[src/verilog/ecp_pkg.sv]
// constants for the command-mode escape detector and parameter set
// assumes one 250 MHz clock and a host that sends parsed commands
package ecp_pkg;

  // parameter indices on the command port
  localparam logic [3:0] IDX_OPTIONS = 4'h0;
  localparam logic [3:0] IDX_SUPPLY = 4'h1;
  localparam logic [3:0] IDX_THRESH = 4'h2;
  localparam logic [3:0] IDX_TEMP = 4'h3;
  localparam logic [3:0] IDX_FW_REV = 4'h4;
  localparam logic [3:0] IDX_HW_REV = 4'h5;
  localparam logic [3:0] IDX_JOIN = 4'h6;
  localparam logic [3:0] IDX_TIMEOUT = 4'h7;
  localparam logic [3:0] IDX_GUARD = 4'h8;
  localparam logic [3:0] IDX_ESC = 4'h9;
  localparam logic [3:0] IDX_SLEEP_MODE = 4'hA;
  localparam logic [3:0] IDX_SLEEP_PER = 4'hB;

  // option bit positions, and the supply bit of the sample mask
  localparam int OPT_BEST_JOIN = 2;
  localparam int OPT_NO_NULL_KEY = 3;
  localparam int OPT_NO_EXT_TMO = 4;
  localparam int OPT_NO_IO_ACK = 5;
  localparam int OPT_HIGH_RAM = 6;
  localparam int OPT_SEARCH_LEAVE = 7;
  localparam int MASK_SUPPLY_BIT = 7;

  // reset values
  localparam logic [7:0] RST_OPTIONS = 8'h00;
  localparam logic [15:0] RST_THRESH = 16'h0000;
  localparam logic [15:0] RST_TIMEOUT = 16'h0064;
  localparam logic [15:0] RST_GUARD = 16'h03E8;
  localparam logic [7:0] RST_ESC = 8'h2B;
  localparam logic [7:0] RST_SLEEP_MODE = 8'h00;
  localparam logic [15:0] RST_SLEEP_PER = 16'h0001;
  localparam logic [7:0] JOIN_INIT = 8'hFF;

  // legal ranges
  localparam logic [15:0] TIMEOUT_MIN = 16'h0002;
  localparam logic [15:0] TIMEOUT_MAX = 16'h1770;
  localparam logic [15:0] GUARD_MIN = 16'h0001;
  localparam logic [15:0] GUARD_MAX = 16'h0CE4;
  localparam logic [15:0] SLEEP_PER_MIN = 16'h0001;

  // sleep mode codes
  localparam logic [7:0] SM_ROUTER = 8'h01;
  localparam logic [7:0] SM_PIN = 8'h02;
  localparam logic [7:0] SM_CYCLIC = 8'h04;
  localparam logic [7:0] SM_CYCLIC_PIN = 8'h05;

  // timing
  localparam int CLK_PERIOD_NS = 4;
  localparam int MS_NS = 1000000;
  localparam int CLKS_PER_MS = MS_NS / CLK_PERIOD_NS;
  localparam logic [6:0] TIMEOUT_UNIT_MS = 7'd100;
  localparam logic [1:0] ESC_COUNT = 2'd3;

  typedef enum logic [1:0] {
    ECP_OP_READ,
    ECP_OP_WRITE,
    ECP_OP_APPLY,
    ECP_OP_EXIT
  } ecp_op_t;

  typedef enum logic [1:0] {
    ECP_ESC_IDLE,
    ECP_ESC_CHARS,
    ECP_ESC_POST
  } ecp_esc_t;

endpackage

[src/verilog/ecp_escape_config.sv]
// escape detection, command mode timing and the parameter set
// assumes a receiver delivering serial bytes as one-cycle strobes and a
// command parser delivering decoded commands, both on sys_clk
`timescale 1ns/100ps
module ecp_escape_config #(
  parameter int CLKS_PER_MS = ecp_pkg::CLKS_PER_MS,
  parameter logic [15:0] FW_REVISION = 16'h1234, // arbitrary value
  parameter logic [7:0] HW_DEVICE_TYPE = 8'h5A, // arbitrary value
  parameter logic [7:0] HW_REVISION = 8'h01 // arbitrary value
) (
  input wire logic sys_clk,
  input wire logic rstn,
  input wire logic rx_valid,
  input wire logic [7:0] rx_byte,
  input wire logic cmd_valid,
  input wire logic [1:0] cmd_op,
  input wire logic [3:0] cmd_index,
  input wire logic [15:0] cmd_wdata,
  input wire logic coordinator_role,
  input wire logic supply_valid,
  input wire logic [15:0] supply_mv,
  input wire logic [15:0] temp_c,
  input wire logic join_event,
  input wire logic [7:0] join_code,
  input wire logic [7:0] analog_mask,
  input wire logic sleep_period_end,
  input wire logic rf_data_waiting,
  output logic rsp_valid,
  output logic rsp_err,
  output logic [15:0] rsp_data,
  output logic data_valid,
  output logic [7:0] data_byte,
  output logic command_mode,
  output logic best_join,
  output logic disable_null_key,
  output logic disable_ext_timeout,
  output logic disable_io_ack,
  output logic high_ram_concentrator,
  output logic search_before_leave,
  output logic append_supply,
  output logic [7:0] sample_analog_mask,
  output logic end_device,
  output logic pin_sleep_en,
  output logic cyclic_sleep_en,
  output logic pin_wake_en,
  output logic rejoin_req,
  output logic awake_pulse
);

  // queued (written) and active (applied) copies of writable settings
  logic [7:0] q_options, a_options;
  logic [15:0] q_thresh, a_thresh;
  logic [15:0] q_timeout, a_timeout;
  logic [15:0] q_guard, a_guard;
  logic [7:0] q_esc, a_esc;
  logic [7:0] q_sleep_mode, a_sleep_mode;
  logic [15:0] q_sleep_per, a_sleep_per;

  logic [15:0] supply_level, temp_level;
  logic [7:0] join_status;

  logic [31:0] div_cnt;
  logic ms_tick;
  logic [15:0] silence_ms, idle_units, period_cnt;
  logic [1:0] esc_seen;
  ecp_pkg::ecp_esc_t esc_state;
  logic [6:0] unit_ms;

  logic is_read, is_write, is_apply, is_exit, in_cmd, wr_ok, apply_now;
  logic enter_cmd, guard_met, sm_legal, rd_ok, q_end_dev;
  logic [15:0] rd_data;

  assign in_cmd = cmd_valid && command_mode;
  assign is_read = in_cmd && (cmd_op == ecp_pkg::ECP_OP_READ);
  assign is_write = in_cmd && (cmd_op == ecp_pkg::ECP_OP_WRITE);
  assign is_apply = in_cmd && (cmd_op == ecp_pkg::ECP_OP_APPLY);
  assign is_exit = in_cmd && (cmd_op == ecp_pkg::ECP_OP_EXIT);
  assign apply_now = is_apply || is_exit;
  assign guard_met = silence_ms >= a_guard;

  // only the documented sleep codes, and only code 0 while coordinator
  always_comb begin
    unique case (cmd_wdata[7:0])
      ecp_pkg::RST_SLEEP_MODE: sm_legal = 1'b1;
      ecp_pkg::SM_ROUTER,
      ecp_pkg::SM_PIN,
      ecp_pkg::SM_CYCLIC,
      ecp_pkg::SM_CYCLIC_PIN: sm_legal = !coordinator_role;
      default: sm_legal = 1'b0;
    endcase
  end

  // write acceptance with range checks; read-only words refuse writes
  always_comb begin
    wr_ok = 1'b0;
    unique case (cmd_index)
      ecp_pkg::IDX_OPTIONS: wr_ok = (cmd_wdata[15:8] == 8'h00);
      ecp_pkg::IDX_THRESH: wr_ok = 1'b1;
      ecp_pkg::IDX_TIMEOUT:
        wr_ok = (cmd_wdata >= ecp_pkg::TIMEOUT_MIN) &&
                (cmd_wdata <= ecp_pkg::TIMEOUT_MAX);
      ecp_pkg::IDX_GUARD:
        wr_ok = (cmd_wdata >= ecp_pkg::GUARD_MIN) &&
                (cmd_wdata <= ecp_pkg::GUARD_MAX);
      ecp_pkg::IDX_ESC: wr_ok = (cmd_wdata[15:8] == 8'h00);
      ecp_pkg::IDX_SLEEP_MODE:
        wr_ok = (cmd_wdata[15:8] == 8'h00) && sm_legal;
      ecp_pkg::IDX_SLEEP_PER:
        wr_ok = cmd_wdata >= ecp_pkg::SLEEP_PER_MIN;
      default: wr_ok = 1'b0;
    endcase
  end

  // reads show queued values for settings and live state otherwise
  always_comb begin
    rd_ok = 1'b1;
    rd_data = 16'h0000;
    unique case (cmd_index)
      ecp_pkg::IDX_OPTIONS: rd_data = {8'h00, q_options};
      ecp_pkg::IDX_SUPPLY: rd_data = supply_level;
      ecp_pkg::IDX_THRESH: rd_data = q_thresh;
      ecp_pkg::IDX_TEMP: rd_data = temp_level;
      ecp_pkg::IDX_FW_REV: rd_data = FW_REVISION;
      ecp_pkg::IDX_HW_REV:
        rd_data = {HW_DEVICE_TYPE, HW_REVISION};
      ecp_pkg::IDX_JOIN: rd_data = {8'h00, join_status};
      ecp_pkg::IDX_TIMEOUT: rd_data = q_timeout;
      ecp_pkg::IDX_GUARD: rd_data = q_guard;
      ecp_pkg::IDX_ESC: rd_data = {8'h00, q_esc};
      ecp_pkg::IDX_SLEEP_MODE: rd_data = {8'h00, q_sleep_mode};
      ecp_pkg::IDX_SLEEP_PER: rd_data = q_sleep_per;
      default: rd_ok = 1'b0;
    endcase
  end

  // command answer, one cycle after the request
  always_ff @(posedge sys_clk or negedge rstn) begin
    if (!rstn) begin
      rsp_valid <= 1'b0;
      rsp_err <= 1'b0;
      rsp_data <= 16'h0000;
    end else begin
      rsp_valid <= cmd_valid;
      rsp_err <= cmd_valid && !(is_apply || is_exit ||
                 (is_read && rd_ok) || (is_write && wr_ok));
      rsp_data <= (is_read && rd_ok) ? rd_data : 16'h0000;
    end
  end

  // queued settings
  always_ff @(posedge sys_clk or negedge rstn) begin
    if (!rstn) begin
      q_options <= ecp_pkg::RST_OPTIONS;
      q_thresh <= ecp_pkg::RST_THRESH;
      q_timeout <= ecp_pkg::RST_TIMEOUT;
      q_guard <= ecp_pkg::RST_GUARD;
      q_esc <= ecp_pkg::RST_ESC;
      q_sleep_mode <= ecp_pkg::RST_SLEEP_MODE;
      q_sleep_per <= ecp_pkg::RST_SLEEP_PER;
    end else if (is_write && wr_ok) begin
      unique case (cmd_index)
        ecp_pkg::IDX_OPTIONS: q_options <= cmd_wdata[7:0];
        ecp_pkg::IDX_THRESH: q_thresh <= cmd_wdata;
        ecp_pkg::IDX_TIMEOUT: q_timeout <= cmd_wdata;
        ecp_pkg::IDX_GUARD: q_guard <= cmd_wdata;
        ecp_pkg::IDX_ESC: q_esc <= cmd_wdata[7:0];
        ecp_pkg::IDX_SLEEP_MODE: q_sleep_mode <= cmd_wdata[7:0];
        ecp_pkg::IDX_SLEEP_PER: q_sleep_per <= cmd_wdata;
        default: q_options <= q_options;
      endcase
    end
  end

  assign q_end_dev = q_sleep_mode > ecp_pkg::SM_ROUTER;

  // active settings take the queued ones on apply or exit
  always_ff @(posedge sys_clk or negedge rstn) begin
    if (!rstn) begin
      a_options <= ecp_pkg::RST_OPTIONS;
      a_thresh <= ecp_pkg::RST_THRESH;
      a_timeout <= ecp_pkg::RST_TIMEOUT;
      a_guard <= ecp_pkg::RST_GUARD;
      a_esc <= ecp_pkg::RST_ESC;
      a_sleep_mode <= ecp_pkg::RST_SLEEP_MODE;
      a_sleep_per <= ecp_pkg::RST_SLEEP_PER;
      rejoin_req <= 1'b0;
    end else begin
      rejoin_req <= 1'b0;
      if (apply_now) begin
        a_options <= q_options;
        a_thresh <= q_thresh;
        a_timeout <= q_timeout;
        a_guard <= q_guard;
        a_esc <= q_esc;
        a_sleep_mode <= q_sleep_mode;
        a_sleep_per <= q_sleep_per;
        rejoin_req <= q_end_dev !=
                      (a_sleep_mode > ecp_pkg::SM_ROUTER);
      end
    end
  end

  // decoded controls for the stack
  always_ff @(posedge sys_clk or negedge rstn) begin
    if (!rstn) begin
      best_join <= 1'b0;
      disable_null_key <= 1'b0;
      disable_ext_timeout <= 1'b0;
      disable_io_ack <= 1'b0;
      high_ram_concentrator <= 1'b0;
      search_before_leave <= 1'b0;
    end else begin
      best_join <= a_options[ecp_pkg::OPT_BEST_JOIN];
      // null key control has meaning on a coordinator only
      disable_null_key <= a_options[ecp_pkg::OPT_NO_NULL_KEY] &&
                          coordinator_role;
      disable_ext_timeout <= a_options[ecp_pkg::OPT_NO_EXT_TMO];
      disable_io_ack <= a_options[ecp_pkg::OPT_NO_IO_ACK];
      high_ram_concentrator <= a_options[ecp_pkg::OPT_HIGH_RAM];
      search_before_leave <= a_options[ecp_pkg::OPT_SEARCH_LEAVE];
    end
  end

  // sleep mode decode
  always_ff @(posedge sys_clk or negedge rstn) begin
    if (!rstn) begin
      end_device <= 1'b0;
      pin_sleep_en <= 1'b0;
      cyclic_sleep_en <= 1'b0;
      pin_wake_en <= 1'b0;
    end else begin
      end_device <= a_sleep_mode > ecp_pkg::SM_ROUTER;
      pin_sleep_en <= a_sleep_mode == ecp_pkg::SM_PIN;
      cyclic_sleep_en <= (a_sleep_mode == ecp_pkg::SM_CYCLIC) ||
                         (a_sleep_mode == ecp_pkg::SM_CYCLIC_PIN);
      pin_wake_en <= a_sleep_mode == ecp_pkg::SM_CYCLIC_PIN;
    end
  end

  // measured values and association outcome
  always_ff @(posedge sys_clk or negedge rstn) begin
    if (!rstn) begin
      supply_level <= 16'h0000;
      temp_level <= 16'h0000;
      join_status <= ecp_pkg::JOIN_INIT;
    end else begin
      if (supply_valid) begin
        supply_level <= supply_mv;
      end
      temp_level <= temp_c;
      // codes pass through as the stack reports them
      if (join_event) begin
        join_status <= join_code;
      end
    end
  end

  // low supply flag rides along with every sample set
  always_ff @(posedge sys_clk or negedge rstn) begin
    if (!rstn) begin
      append_supply <= 1'b0;
      sample_analog_mask <= 8'h00;
    end else begin
      append_supply <= (a_thresh != 16'h0000) &&
                       (supply_level <= a_thresh);
      sample_analog_mask <= analog_mask;
      if ((a_thresh != 16'h0000) && (supply_level <= a_thresh)) begin
        sample_analog_mask[ecp_pkg::MASK_SUPPLY_BIT] <= 1'b1;
      end
    end
  end

  // millisecond enable
  always_ff @(posedge sys_clk or negedge rstn) begin
    if (!rstn) begin
      div_cnt <= 32'h00000000;
      ms_tick <= 1'b0;
    end else if (div_cnt == 32'(CLKS_PER_MS - 1)) begin
      div_cnt <= 32'h00000000;
      ms_tick <= 1'b1;
    end else begin
      div_cnt <= div_cnt + 32'h00000001;
      ms_tick <= 1'b0;
    end
  end

  // line silence in ms, saturating; any byte restarts it
  always_ff @(posedge sys_clk or negedge rstn) begin
    if (!rstn) begin
      silence_ms <= 16'h0000;
    end else if (rx_valid) begin
      silence_ms <= 16'h0000;
    end else if (ms_tick && silence_ms != 16'hFFFF) begin
      silence_ms <= silence_ms + 16'h0001;
    end
  end

  assign enter_cmd = (esc_state == ecp_pkg::ECP_ESC_POST) && !rx_valid &&
                     guard_met;

  // escape sequence: silence, escape characters, silence
  always_ff @(posedge sys_clk or negedge rstn) begin
    if (!rstn) begin
      esc_state <= ecp_pkg::ECP_ESC_IDLE;
      esc_seen <= 2'd0;
    end else if (command_mode) begin
      esc_state <= ecp_pkg::ECP_ESC_IDLE;
      esc_seen <= 2'd0;
    end else begin
      unique case (esc_state)
        ecp_pkg::ECP_ESC_IDLE: begin
          if (rx_valid && rx_byte == a_esc && guard_met) begin
            esc_state <= (ecp_pkg::ESC_COUNT == 2'd1) ?
                         ecp_pkg::ECP_ESC_POST : ecp_pkg::ECP_ESC_CHARS;
            esc_seen <= 2'd1;
          end
        end
        ecp_pkg::ECP_ESC_CHARS: begin
          if (rx_valid) begin
            if (rx_byte != a_esc) begin
              esc_state <= ecp_pkg::ECP_ESC_IDLE;
            end else if (esc_seen + 2'd1 == ecp_pkg::ESC_COUNT) begin
              esc_state <= ecp_pkg::ECP_ESC_POST;
            end
            esc_seen <= esc_seen + 2'd1;
          end
        end
        ecp_pkg::ECP_ESC_POST: begin
          // a byte inside the trailing guard abandons the attempt
          if (rx_valid || guard_met) begin
            esc_state <= ecp_pkg::ECP_ESC_IDLE;
          end
        end
      endcase
    end
  end

  // bytes outside command mode are ordinary data, escapes included
  always_ff @(posedge sys_clk or negedge rstn) begin
    if (!rstn) begin
      data_valid <= 1'b0;
      data_byte <= 8'h00;
    end else begin
      data_valid <= rx_valid && !command_mode;
      data_byte <= rx_byte;
    end
  end

  // command mode with idle timeout in 100 ms units
  always_ff @(posedge sys_clk or negedge rstn) begin
    if (!rstn) begin
      command_mode <= 1'b0;
      unit_ms <= 7'd0;
      idle_units <= 16'h0000;
    end else if (!command_mode) begin
      command_mode <= enter_cmd;
      unit_ms <= 7'd0;
      idle_units <= 16'h0000;
    end else if (is_exit) begin
      command_mode <= 1'b0;
    end else if (cmd_valid) begin
      // only an accepted command restarts the timer
      if (is_apply || (is_read && rd_ok) || (is_write && wr_ok)) begin
        unit_ms <= 7'd0;
        idle_units <= 16'h0000;
      end
    end else if (idle_units >= a_timeout) begin
      command_mode <= 1'b0;
    end else if (ms_tick) begin
      if (unit_ms == ecp_pkg::TIMEOUT_UNIT_MS - 7'd1) begin
        unit_ms <= 7'd0;
        idle_units <= idle_units + 16'h0001;
      end else begin
        unit_ms <= unit_ms + 7'd1;
      end
    end
  end

  // awake indication once per configured number of sleep periods
  always_ff @(posedge sys_clk or negedge rstn) begin
    if (!rstn) begin
      period_cnt <= 16'h0000;
      awake_pulse <= 1'b0;
    end else begin
      awake_pulse <= 1'b0;
      if (sleep_period_end) begin
        // waiting radio data wakes the host every period
        if (rf_data_waiting ||
            period_cnt + 16'h0001 >= a_sleep_per) begin
          period_cnt <= 16'h0000;
          awake_pulse <= 1'b1;
        end else begin
          period_cnt <= period_cnt + 16'h0001;
        end
      end
    end
  end

endmodule

[config.mk]
export PLATFORM = sky130hd
export DESIGN_NAME = ecp_escape_config
export DESIGN_NICKNAME = d
export VERILOG_FILES = /design/src/verilog/ecp_pkg.sv /design/src/verilog/ecp_escape_config.sv
export SDC_FILE = /design/constraint.sdc
export NUM_CORES = 1
export LEC_CHECK = 0
export BUFFER_PORTS_ARGS = -buffer_cell sky130_fd_sc_hd__buf_2
export CAP_MARGIN = 0
export CORE_UTILIZATION = 50
export CTS_CLUSTER_DIAMETER = 40
export DETAILED_ROUTE_END_ITERATION = 12
export GPL_TIMING_DRIVEN = 0
export PLACE_DENSITY = 0.68
export SETUP_SLACK_MARGIN = 0.05
export SYNTH_ARGS = -nofsm -noshare
export SYNTH_HDL_FRONTEND = slang
export SYNTH_SLANG_ARGS = --single-unit
[constraint.sdc]
create_clock -name sys_clk -period 3.6 [get_ports sys_clk]
set_input_delay 0.36 -clock sys_clk [delete_from_list [all_inputs] [get_ports sys_clk]]
set_output_delay 0.36 -clock sys_clk [all_outputs]
set_load 0.05 [all_outputs]
## Word level (Yosys, flattened, before mapping)

Index checks and enable logic that the tools add are counted.

| cells by class | value |
|---|---|
| magnitude comparators | 10 |
| add/sub/neg operators | 6 |
| equality and inequality tests | 39 |
| multiplexer cells | 42 |
| reductions and logical operators | 53 |

Operators by type and width:

| operator | number |
|---|---|
| case mux 16 bit (12 select lines) | 1 |
| two-way mux 16 bit | 11 |
| two-way mux 7 bit | 7 |
| adder 16 x 1 -> 16 bit, second input constant | 3 |
| >= comparator 16 bit | 3 |
| adder 32 x 1 -> 32 bit, second input constant | 1 |
| equality test 32 x 18 -> 1 bit, second input constant | 1 |
| equality test 8 x 3 -> 1 bit, second input constant | 4 |
| two-way mux 32 bit | 1 |
| logical AND 1 bit | 19 |
| equality test 4 x 3 -> 1 bit, second input constant | 4 |
| equality test 4 bit, second input constant | 4 |
| equality test 8 x 2 -> 1 bit, second input constant | 2 |
| >= comparator 16 x 1 -> 1 bit, second input constant | 1 |
| >= comparator 16 x 2 -> 1 bit, second input constant | 1 |
| > comparator 8 x 1 -> 1 bit, second input constant | 2 |
| less-or-equal comparator 16 x 12 -> 1 bit, second input constant | 1 |
| less-or-equal comparator 16 x 13 -> 1 bit, second input constant | 1 |
| less-or-equal comparator 16 bit | 1 |
| zero test 8 bit | 2 |
| two-way mux 2 bit | 8 |
| inequality test 16 bit, second input constant | 1 |
| nonzero test 16 bit | 1 |
| AND reduction 2 bit | 7 |
| other kinds (32) | 63 |

| word-level totals | value |
|---|---|
| input port bits | 87 |
| output and inout bits | 49 |
| logic and storage cells | 195 |
| flip-flop bits (word level) | 357 |

## Longest topological paths before layout

Gate-level depths: netlist of the first run.

| depth | value |
|---|---|
| depth after elaboration | 11 |
| mapped depth | 15 |
| mapped depth without buffers | 14 |

## Least setup slack after synthesis of the first run

OpenSTA, ideal clock, no wires.

| timing path | value |
|---|---|
| kind | register to register |
| start | reg period_cnt[0] |
| end | reg period_cnt[5] |
| period minus slack after synthesis | 3.045 ns |
| slack | 0.555 ns |
| arrival time | 2.967 ns |
| cell stages (with the launch flop) | 14 |
| required time | 3.522 ns |
| buffers on the path | 1 |
| setup time | 0.078 ns |
| path through | dfrtp_1 ha_1 and3_1 and3_1 and3_1 nand3_1 xnor2_1 ha_1 a21o_1 a211oi_1 o21ai_1 or2_2 clkbuf_1 o2bb2ai_1 |

| between the ends | value |
|---|---|
| cells in the longest elaborated chain, start to end | 4 |

RTL lines:

| element | RTL line | source |
|---|---|---|
| start: declaration | ecp_escape_config.sv:64 | `logic [15:0] silence_ms, idle_units, period_cnt;` |
| start signal: assignment | ecp_escape_config.sv:393 | `period_cnt <= period_cnt + 16'h0001;` |
| adder 16 x 1 -> 16 bit (*) | ecp_escape_config.sv:389, ecp_escape_config.sv:393 |  |
| >= comparator 16 bit | ecp_escape_config.sv:389 | `period_cnt + 16'h0001 >= a_sleep_per) begin` |
| logical OR 1 bit | ecp_escape_config.sv:388 | `if (rf_data_waiting \|\|` |
| two-way mux 16 bit (*) | ecp_escape_config.sv:388 |  |

Every way passes the cells marked *; elsewhere a longest branch is shown, timed or not.
A chain may end at the register's enable or synchronous reset.

## Final worst setup path of the first run

Same ends and word-level chain as after synthesis.

==> results of run 1 <==
-- through the flow --
step                      std cells  hold WS, ns  worst slack [ns]
after floorplan                1449      0.06441            0.5549
after CTS                      2146     0.009953           0.05848
after global routing           2149      0.02788           0.04768
after global placement         2021       0.3566            -4.600
final                          2149      0.02243            0.2681
after detailed placement       2024       0.2635          0.008281
-- kinds of logic (layout without fill, tap and decap cells) --
kind of cell	Yosys count	count (layout)	synth area share (%)
multiplexers	198	198	13.23
AND/OR/NAND/NOR	402	402	12.40
adder cells (fa/ha/maj)	73	73	5.451
buffers and inverters	134	392	3.054
flip-flops	355	355	53.29
AO/OA/AOI/OAI	222	222	9.178
XOR/XNOR	65	65	3.398
-- path summary, 6_finish.rpt --
path / slack [ns] / end / start
worst max-delay path: 0.27 / period_cnt[5] / period_cnt[0]
worst min-delay path: 0.02 / supply_level[0] / supply_mv[0]
worst max register to register: 0.27 / period_cnt[5] / period_cnt[0]
worst min register to register: 0.37 / disable_io_ack / a_options[5]
max in group asynchronous: 1.98 / q_sleep_per[2] / rstn
min in group asynchronous: 0.30 / silence_ms[0] / rstn
-- cells in the final DEF (no fill, tap or decap), types with 11 or more instances in the layout --
master           n
dfrtp_1        317
clkbuf_1        47
xor2_1          30
nor2_1          84
a31oi_1         11
buf_2          130
a221oi_1        11
and3_1          25
ha_1            72
nand3_1         55
o2bb2ai_1       15
nor3_1          23
dlygate4sd3_1   33
inv_6           11
nand2b_1        17
mux2_2         187
inv_1           81
o21ai_0         53
nor2b_1         26
nand2_1         84
xnor2_1         34
nor4_1          17
mux2i_1         11
clkbuf_16       49
a21o_1          19
nand4_1         22
dfstp_2         36
a21oi_1         37
-- power by group --
| group | total [uW] | switching [uW] | internal, uW | leakage (uW) |
|---|---|---|---|---|
| clock network | 4790 | 1930 | 2870 | 0.000792 |
| registers | 4110 | 49.6 | 4060 | 0.00469 |
| logic | 552 | 348 | 205 | 0.00399 |
| total | 9460 | 2320 | 7130 | 0.00947 |
-- cell type report --
type	instances	area [um^2]
clock buffer	56	1292
tap	442	553.0
timing repair buffer	169	1096
buffer	53	209.0
fill	2615	12700
inverter	81	304.0
sequential	355	8931
clock inverter	33	351.6
multi-input combinational	960	7346
-- critical path, cell delays in order, from the launching register on --
cell and delay (ns):
dfrtp_2 0.41, ha_2 0.24, and3_2 0.23, and3_2 0.24, and3_1 0.25, nand3_1 0.14
xnor2_2 0.17, ha_1 0.30, a21o_1 0.19, a211oi_1 0.27, o21ai_2 0.15, or2_2 0.29
clkbuf_1 0.19, o2bb2ai_1 0.19
-- flip-flops by register name, summed over array words and instances (netlist names), 16 cells and up --
name,cells
a_guard,16
a_sleep_per,16
a_thresh,16
a_timeout,16
div_cnt,32
idle_units,16
period_cnt,16
q_guard,16
q_sleep_per,16
q_thresh,16
q_timeout,16
rsp_data,16
silence_ms,16
supply_level,16
temp_level,16
-- routing by layer --
layer / share of wire [%] / track usage [%]
met4: 2.7 / 7.901
met3: 6.2 / 3.736
met1: 45 / 36.88
met5: 0 / 0
met2: 46 / 41.88
-- repair_timing --
action / 4_1_cts / 5_1_grt
hold buffers: 33 / 0
hold endpoints to repair: 69 / 0
setup buffers: 0 / 3
pin swaps: 0 / 1
gates cloned: 0 / 0
setup endpoints to repair: 7 / 16
gates resized for setup: 1 / 10
==> impl_metrics.env, run 1 <==
export IMPL_grt_ovfl_total=0
export IMPL_syn_inst=1449
export IMPL_ys_top_cells_by_area="dfrtp_1, mux2_2, dfstp_2, ha_1, nand2_1"
export IMPL_grt_pass1_wl_um=68680
export IMPL_ys_ff_latch=355
export IMPL_synth_top_area_share_pct=47.64
export IMPL_clk_latency_ns=0.56
export IMPL_cts_sinks=355
export IMPL_drtPass1Iterations=6
export IMPL_die_area_um2=34250
export IMPL_finalCritPeriodShare_pct=92.55
export IMPL_vias=12320
export IMPL_diodes=0
export IMPL_via_per_inst=5.732
export IMPL_yosysMostFrequentCell="dfrtp_1"
export IMPL_cts_root_buf="clkbuf_16"
export IMPL_cp_start_kind="register"
export IMPL_drtAntennaViolNets=0
export IMPL_setup_tns_ns=0
export IMPL_maxCapViolCount=0
export IMPL_final_util_pct=61.26
export IMPL_hold_path_cell_count=3
export IMPL_fmax_mhz=300.1
export IMPL_worst_pin_slew_ns=1.310
export IMPL_synth_ff_type="dfrtp_1"
export IMPL_antenna_found_initial=0
export IMPL_drv_slew=0
export IMPL_cts_tree="built"
export IMPL_vdd_drop_max_uv=348.1
export IMPL_place_area_um2=18050
export IMPL_r2r_worst_path_cells=13
export IMPL_async_reset_ff_share_pct=100.0
export IMPL_synth_common_cells="dfrtp_1, mux2_2, nand2_1, nor2_1, inv_1"
export IMPL_syn_to_final_growth_pct=19.86
export IMPL_dp_hpwl_um=31470
export IMPL_synth_edff_count=0
export IMPL_h_tree_depth=2
export IMPL_cp_arrival_ns=3.79
export IMPL_required_ns=4.06
export IMPL_rsz0062_at_grt="false"
export IMPL_worstSetupEndpointType="register"
export IMPL_critPathKind="reg -> reg"
export IMPL_layout_drive_gt1_share_pct=27.36
export IMPL_nets=1829
export IMPL_fp_dieW_um=185.1
export IMPL_ys_seq_area_share_pct=53.29
export IMPL_p_total_uw=9456
export IMPL_grt_max_degree=121
export IMPL_cts_buffer_depth=3
export IMPL_cts_buffers=49
export IMPL_status="finished, final reports clean"
export IMPL_clk_pin_slew_ns=0.05
export IMPL_critPathMaxFanout=7
export IMPL_ys_warn_count=0
export IMPL_drc=0
export IMPL_p_per_area_nw_per_um2=470.8
export IMPL_ios=136
export IMPL_wirelength_um=43220
export IMPL_ys_types=64
export IMPL_grt_pass1_vias=12460
export IMPL_grtUsageTotal_pct=26.15
export IMPL_syn_area_per_cell_um2=11.56
export IMPL_numPortBuffers=130
export IMPL_min_period_ns=3.332
export IMPL_min_path_type="in -> reg"
export IMPL_yosysTopAreaCell="dfrtp_1"
export IMPL_syn_area_um2=16750
export IMPL_synth_nets=1609
export IMPL_p_leak_uw=0.009473
export IMPL_clock_skew_ns=0.02674
export IMPL_start_util_pct=51.11
export IMPL_final_area_um2=20080
export IMPL_drt_initial_drc_count=1020
export IMPL_dieHeight_um=185.1
export IMPL_coreArea_um2=32780
export IMPL_routabilityCongestion=0.9673
export IMPL_post_drt_wl_per_cell_um=20.11
export IMPL_relSlewSlack_pct=12.00
export IMPL_setup_viol=0
export IMPL_std_cell_rows=66
export IMPL_finalHoldViolCount=0
No activity file was read; power rests on OpenSTA's default activity.
==> run 2: changes to the inputs <==
ABC_AREA = 1   (was not set)
CORE_UTILIZATION = 35   (was 50)
PLACE_DENSITY = not set   (was 0.68)
==> impl_metrics.env, run 2 <==
export IMPL_cp_buffers_inverters=3
export IMPL_numPortBuffers=123
export IMPL_synth_nets=2187
export IMPL_worstSetupEndpointType="register"
export IMPL_hold_path_cell_count=3
export IMPL_fillers=4760
export IMPL_ys_types=45
export IMPL_routabilityCongestion=0.9031
export IMPL_cp_slowest_cell="dfrtp_1"
export IMPL_post_drt_wl_per_cell_um=16.64
export IMPL_syn_area_um2=17360
export IMPL_final_util_pct=43.78
export IMPL_p_seq_share_pct=39.9
export IMPL_worst_pin_slew_ns=0.9905
export IMPL_setup_ws_ns=0.4670
export IMPL_coreArea_um2=48950
export IMPL_syn_to_final_growth_pct=23.45
export IMPL_grt_ovfl_total=0
export IMPL_min_path_type="in -> reg"
export IMPL_rrSetupSlack_ns=0.47
export IMPL_place_area_um2=18900
export IMPL_cts_tree="built"
export IMPL_p_per_area_nw_per_um2=575.8
export IMPL_largest_reg_flops=32
export IMPL_critPathKind="reg -> reg"
export IMPL_clock_skew_ns=0.03677
export IMPL_grt_pass1_vias=14540
export IMPL_syn_area_per_cell_um2=8.564
export IMPL_p_int_uw=8742
export IMPL_mostFrequentLayoutCells="nand2_1, inv_1, dfrtp_1, o21ai_0, buf_2"
export IMPL_place_ws_ns=0.1168
export IMPL_vias=14780
export IMPL_cts_buffer_depth=3
export IMPL_clk_latency_ns=0.63
export IMPL_clkPwrFrac_pct=44.3
export IMPL_antenna_found_initial=2
export IMPL_vdd_drop_max_uv=353.9
export IMPL_nets=2428
export IMPL_fmax_mhz=319.2
export IMPL_fp_dieW_um=224.7
export IMPL_p_sw_uw=3598
export IMPL_drtAntennaViolNets=0
export IMPL_relSlewSlack_pct=33.96
export IMPL_ios=136
export IMPL_via_per_inst=4.960
export IMPL_grtUsageTotal_pct=20.01
export IMPL_p_total_uw=12340
export IMPL_pwr_share_comb_pct=15.8
export IMPL_setup_viol=0
export IMPL_rsz0062_at_grt="false"
export IMPL_ys_seq_area_share_pct=51.43
export IMPL_switching_share_pct=29.16
export IMPL_die_area_um2=50490
export IMPL_drv_slew=0
export IMPL_cts_sinks=355
export IMPL_drtPass1Iterations=8
export IMPL_start_util_pct=35.46
export IMPL_drt_initial_drc_count=1195
export IMPL_final_area_um2=21430
export IMPL_finalCritPeriodShare_pct=87.03
export IMPL_r2r_start="period_cnt[0]"
export IMPL_top_register="div_cnt"
export IMPL_crit_path_cell_trace="ha_1 -> nand3_1 -> nor2_1 -> nand2_1 -> nor4_2 -> nand2_1 -> xor2_1 -> inv_1 -> ha_1 -> nand4_1 -> nor3_2 -> nand3_1 -> nand4_1 -> nand2_1 -> inv_1 -> buf_2 -> a21oi_1"
export IMPL_setup_tns_ns=0
export IMPL_syn_inst=2027
export IMPL_hp_start="cmd_wdata[12]"
export IMPL_cts_root_buf="clkbuf_16"
export IMPL_min_period_ns=3.133
export IMPL_async_reset_ff_share_pct=100.0
export IMPL_cp_common_cell="nand2_1"
export IMPL_synth_edff_count=0
export IMPL_cp_arrival_ns=3.61
export IMPL_clk_pin_slew_ns=0.06
export IMPL_dp_hpwl_um=35750
export IMPL_r2r_end="period_cnt[10]"
export IMPL_wirelength_um=49590
export IMPL_final_common_cell="nand2_1"
export IMPL_required_ns=4.08
export IMPL_synth_top_area_share_pct=45.99
export IMPL_finalHoldViolCount=0
export IMPL_layout_drive_gt1_share_pct=13.96
export IMPL_h_tree_depth=2
export IMPL_cpPeakStageDelay_ns=0.42
export IMPL_yosysMostFrequentCell="nand2_1"
export IMPL_status="finished, final reports clean"
export IMPL_synth_common_cells="nand2_1, dfrtp_1, inv_1, o21ai_0, nor2_1"
export IMPL_synth_ff_type="dfrtp_1"
export IMPL_ys_warn_count=0
export IMPL_dieHeight_um=224.7
export IMPL_drc=0
export IMPL_grt_max_degree=118
export IMPL_crit_family="simple AND/OR/NAND/NOR gates"
export IMPL_std_cell_rows=81
export IMPL_ys_ff_latch=355
export IMPL_maxCapViolCount=0
export IMPL_cp_start_kind="register"
export IMPL_grt_pass1_wl_um=78800
export IMPL_yosysTopAreaCell="dfrtp_1"
export IMPL_min_to="q_timeout[12]"
export IMPL_r2r_worst_path_cells=17
export IMPL_cts_buffers=54
export IMPL_ys_top_cells_by_area="dfrtp_1, nand2_1, inv_1, o21ai_0, dfstp_2"
export IMPL_critPathMaxFanout=10
export IMPL_p_leak_uw=0.01064
==> run 2: cell count changes after synthesis, moves of 19 or more <==
cell / change
a21o_1: -19
a21oi_1: +50
and3_1: -27
buf_2: +22
inv_1: +238
mux2_2: -173
nand2_1: +345
nand4_1: +31
nor2_1: +51
nor2b_1: -26
o21ai_0: +146
o22ai_1: +32
xnor2_1: -28
==> run 2: logic make-up (layout without fill, tap and decap cells) <==
| logic type | Yosys count | in the layout | share of synthesized area (%) |
|---|---|---|---|
| xor gates and xnor gates | 54 | 54 | 2.724 |
| muxes | 14 | 14 | 0.9082 |
| DFF | 355 | 355 | 51.43 |
| adders and majority gates | 73 | 73 | 5.262 |
| other | 0 | 2 | 0 |
| AOI/OAI and AO/OA | 377 | 377 | 11.91 |
| and+or+nand+nor | 768 | 768 | 19.23 |
| buffers and inverters | 386 | 673 | 8.534 |
==> run 2: worst max path at each step <==
| stage | from | endpoint | cells past startpoint |
|---|---|---|---|
| after CTS | period_cnt[0] | period_cnt[10] | 17 |
| after global placement | rstn | awake_pulse | 1 |
| after detailed placement | period_cnt[0] | period_cnt[10] | 17 |
| after global routing | period_cnt[0] | period_cnt[5] | 17 |
| after floorplan | period_cnt[0] | period_cnt[10] | 17 |
| final | period_cnt[0] | period_cnt[10] | 17 |
==> run 2: power by group through the flow <==
stage / Clock [uW] / Combinational, uW / Sequential, uW
2_1_floorplan: 0 / 1110 / 5130
3_3_place_gp: 0 / 1810 / 4990
3_5_place_dp: 0 / 1900 / 4990
4_1_cts: 5570 / 1970 / 4930
5_1_grt: 5750 / 2250 / 4990
6_report: 5470 / 1950 / 4930
==> run 2: timing repair <==
action / in CTS / in global routing
resized for setup: 0 / 6
hold endpoints to repair: 105 / 0
endpoints found under the setup margin: 0 / 10
hold buffers: 59 / 0
setup buffers: 0 / 0
==> run 2: area by class of cell <==
type	count	area, um^2	area share [%]
Antenna cell	2	5.005	0.02335
Buffer	62	266.5	1.244
Clock buffer	73	1523	7.105
Clock inverter	29	396.6	1.851
Inverter	324	1216	5.675
Multi-Input combinational cell	1286	6965	32.50
Sequential cell	355	8929	41.66
Tap cell	664	830.8	3.877
Timing Repair Buffer	185	1299	6.060
==> run 2: routing by layer <==
| metal | up-vias | global-route usage (%) | part of all wire, % |
|---|---|---|---|
| li1 | 7125 | - | - |
| met2 | 451 | 31.87 | 46 |
| met1 | 7118 | 27.32 | 45 |
| met4 | 0 | 6.649 | 2.7 |
| met3 | 87 | 3.749 | 6.2 |
| met5 | - | 0 | 0 |
==> run 2: tightest hold or removal path, stage by stage <==
cell and delay [ns]:
buf_2 0.15, nand2_1 0.08, o21ai_1 0.06
==> run 2: per-stage QoR <==
step,std cells,hold slack [ns]
4_1_cts,2978,0.02542
5_1_grt,2980,0.03865
2_1_floorplan,2027,0.06441
3_5_place_dp,2817,0.2952
6_report,2980,0.06461
3_3_place_gp,2814,0.3619
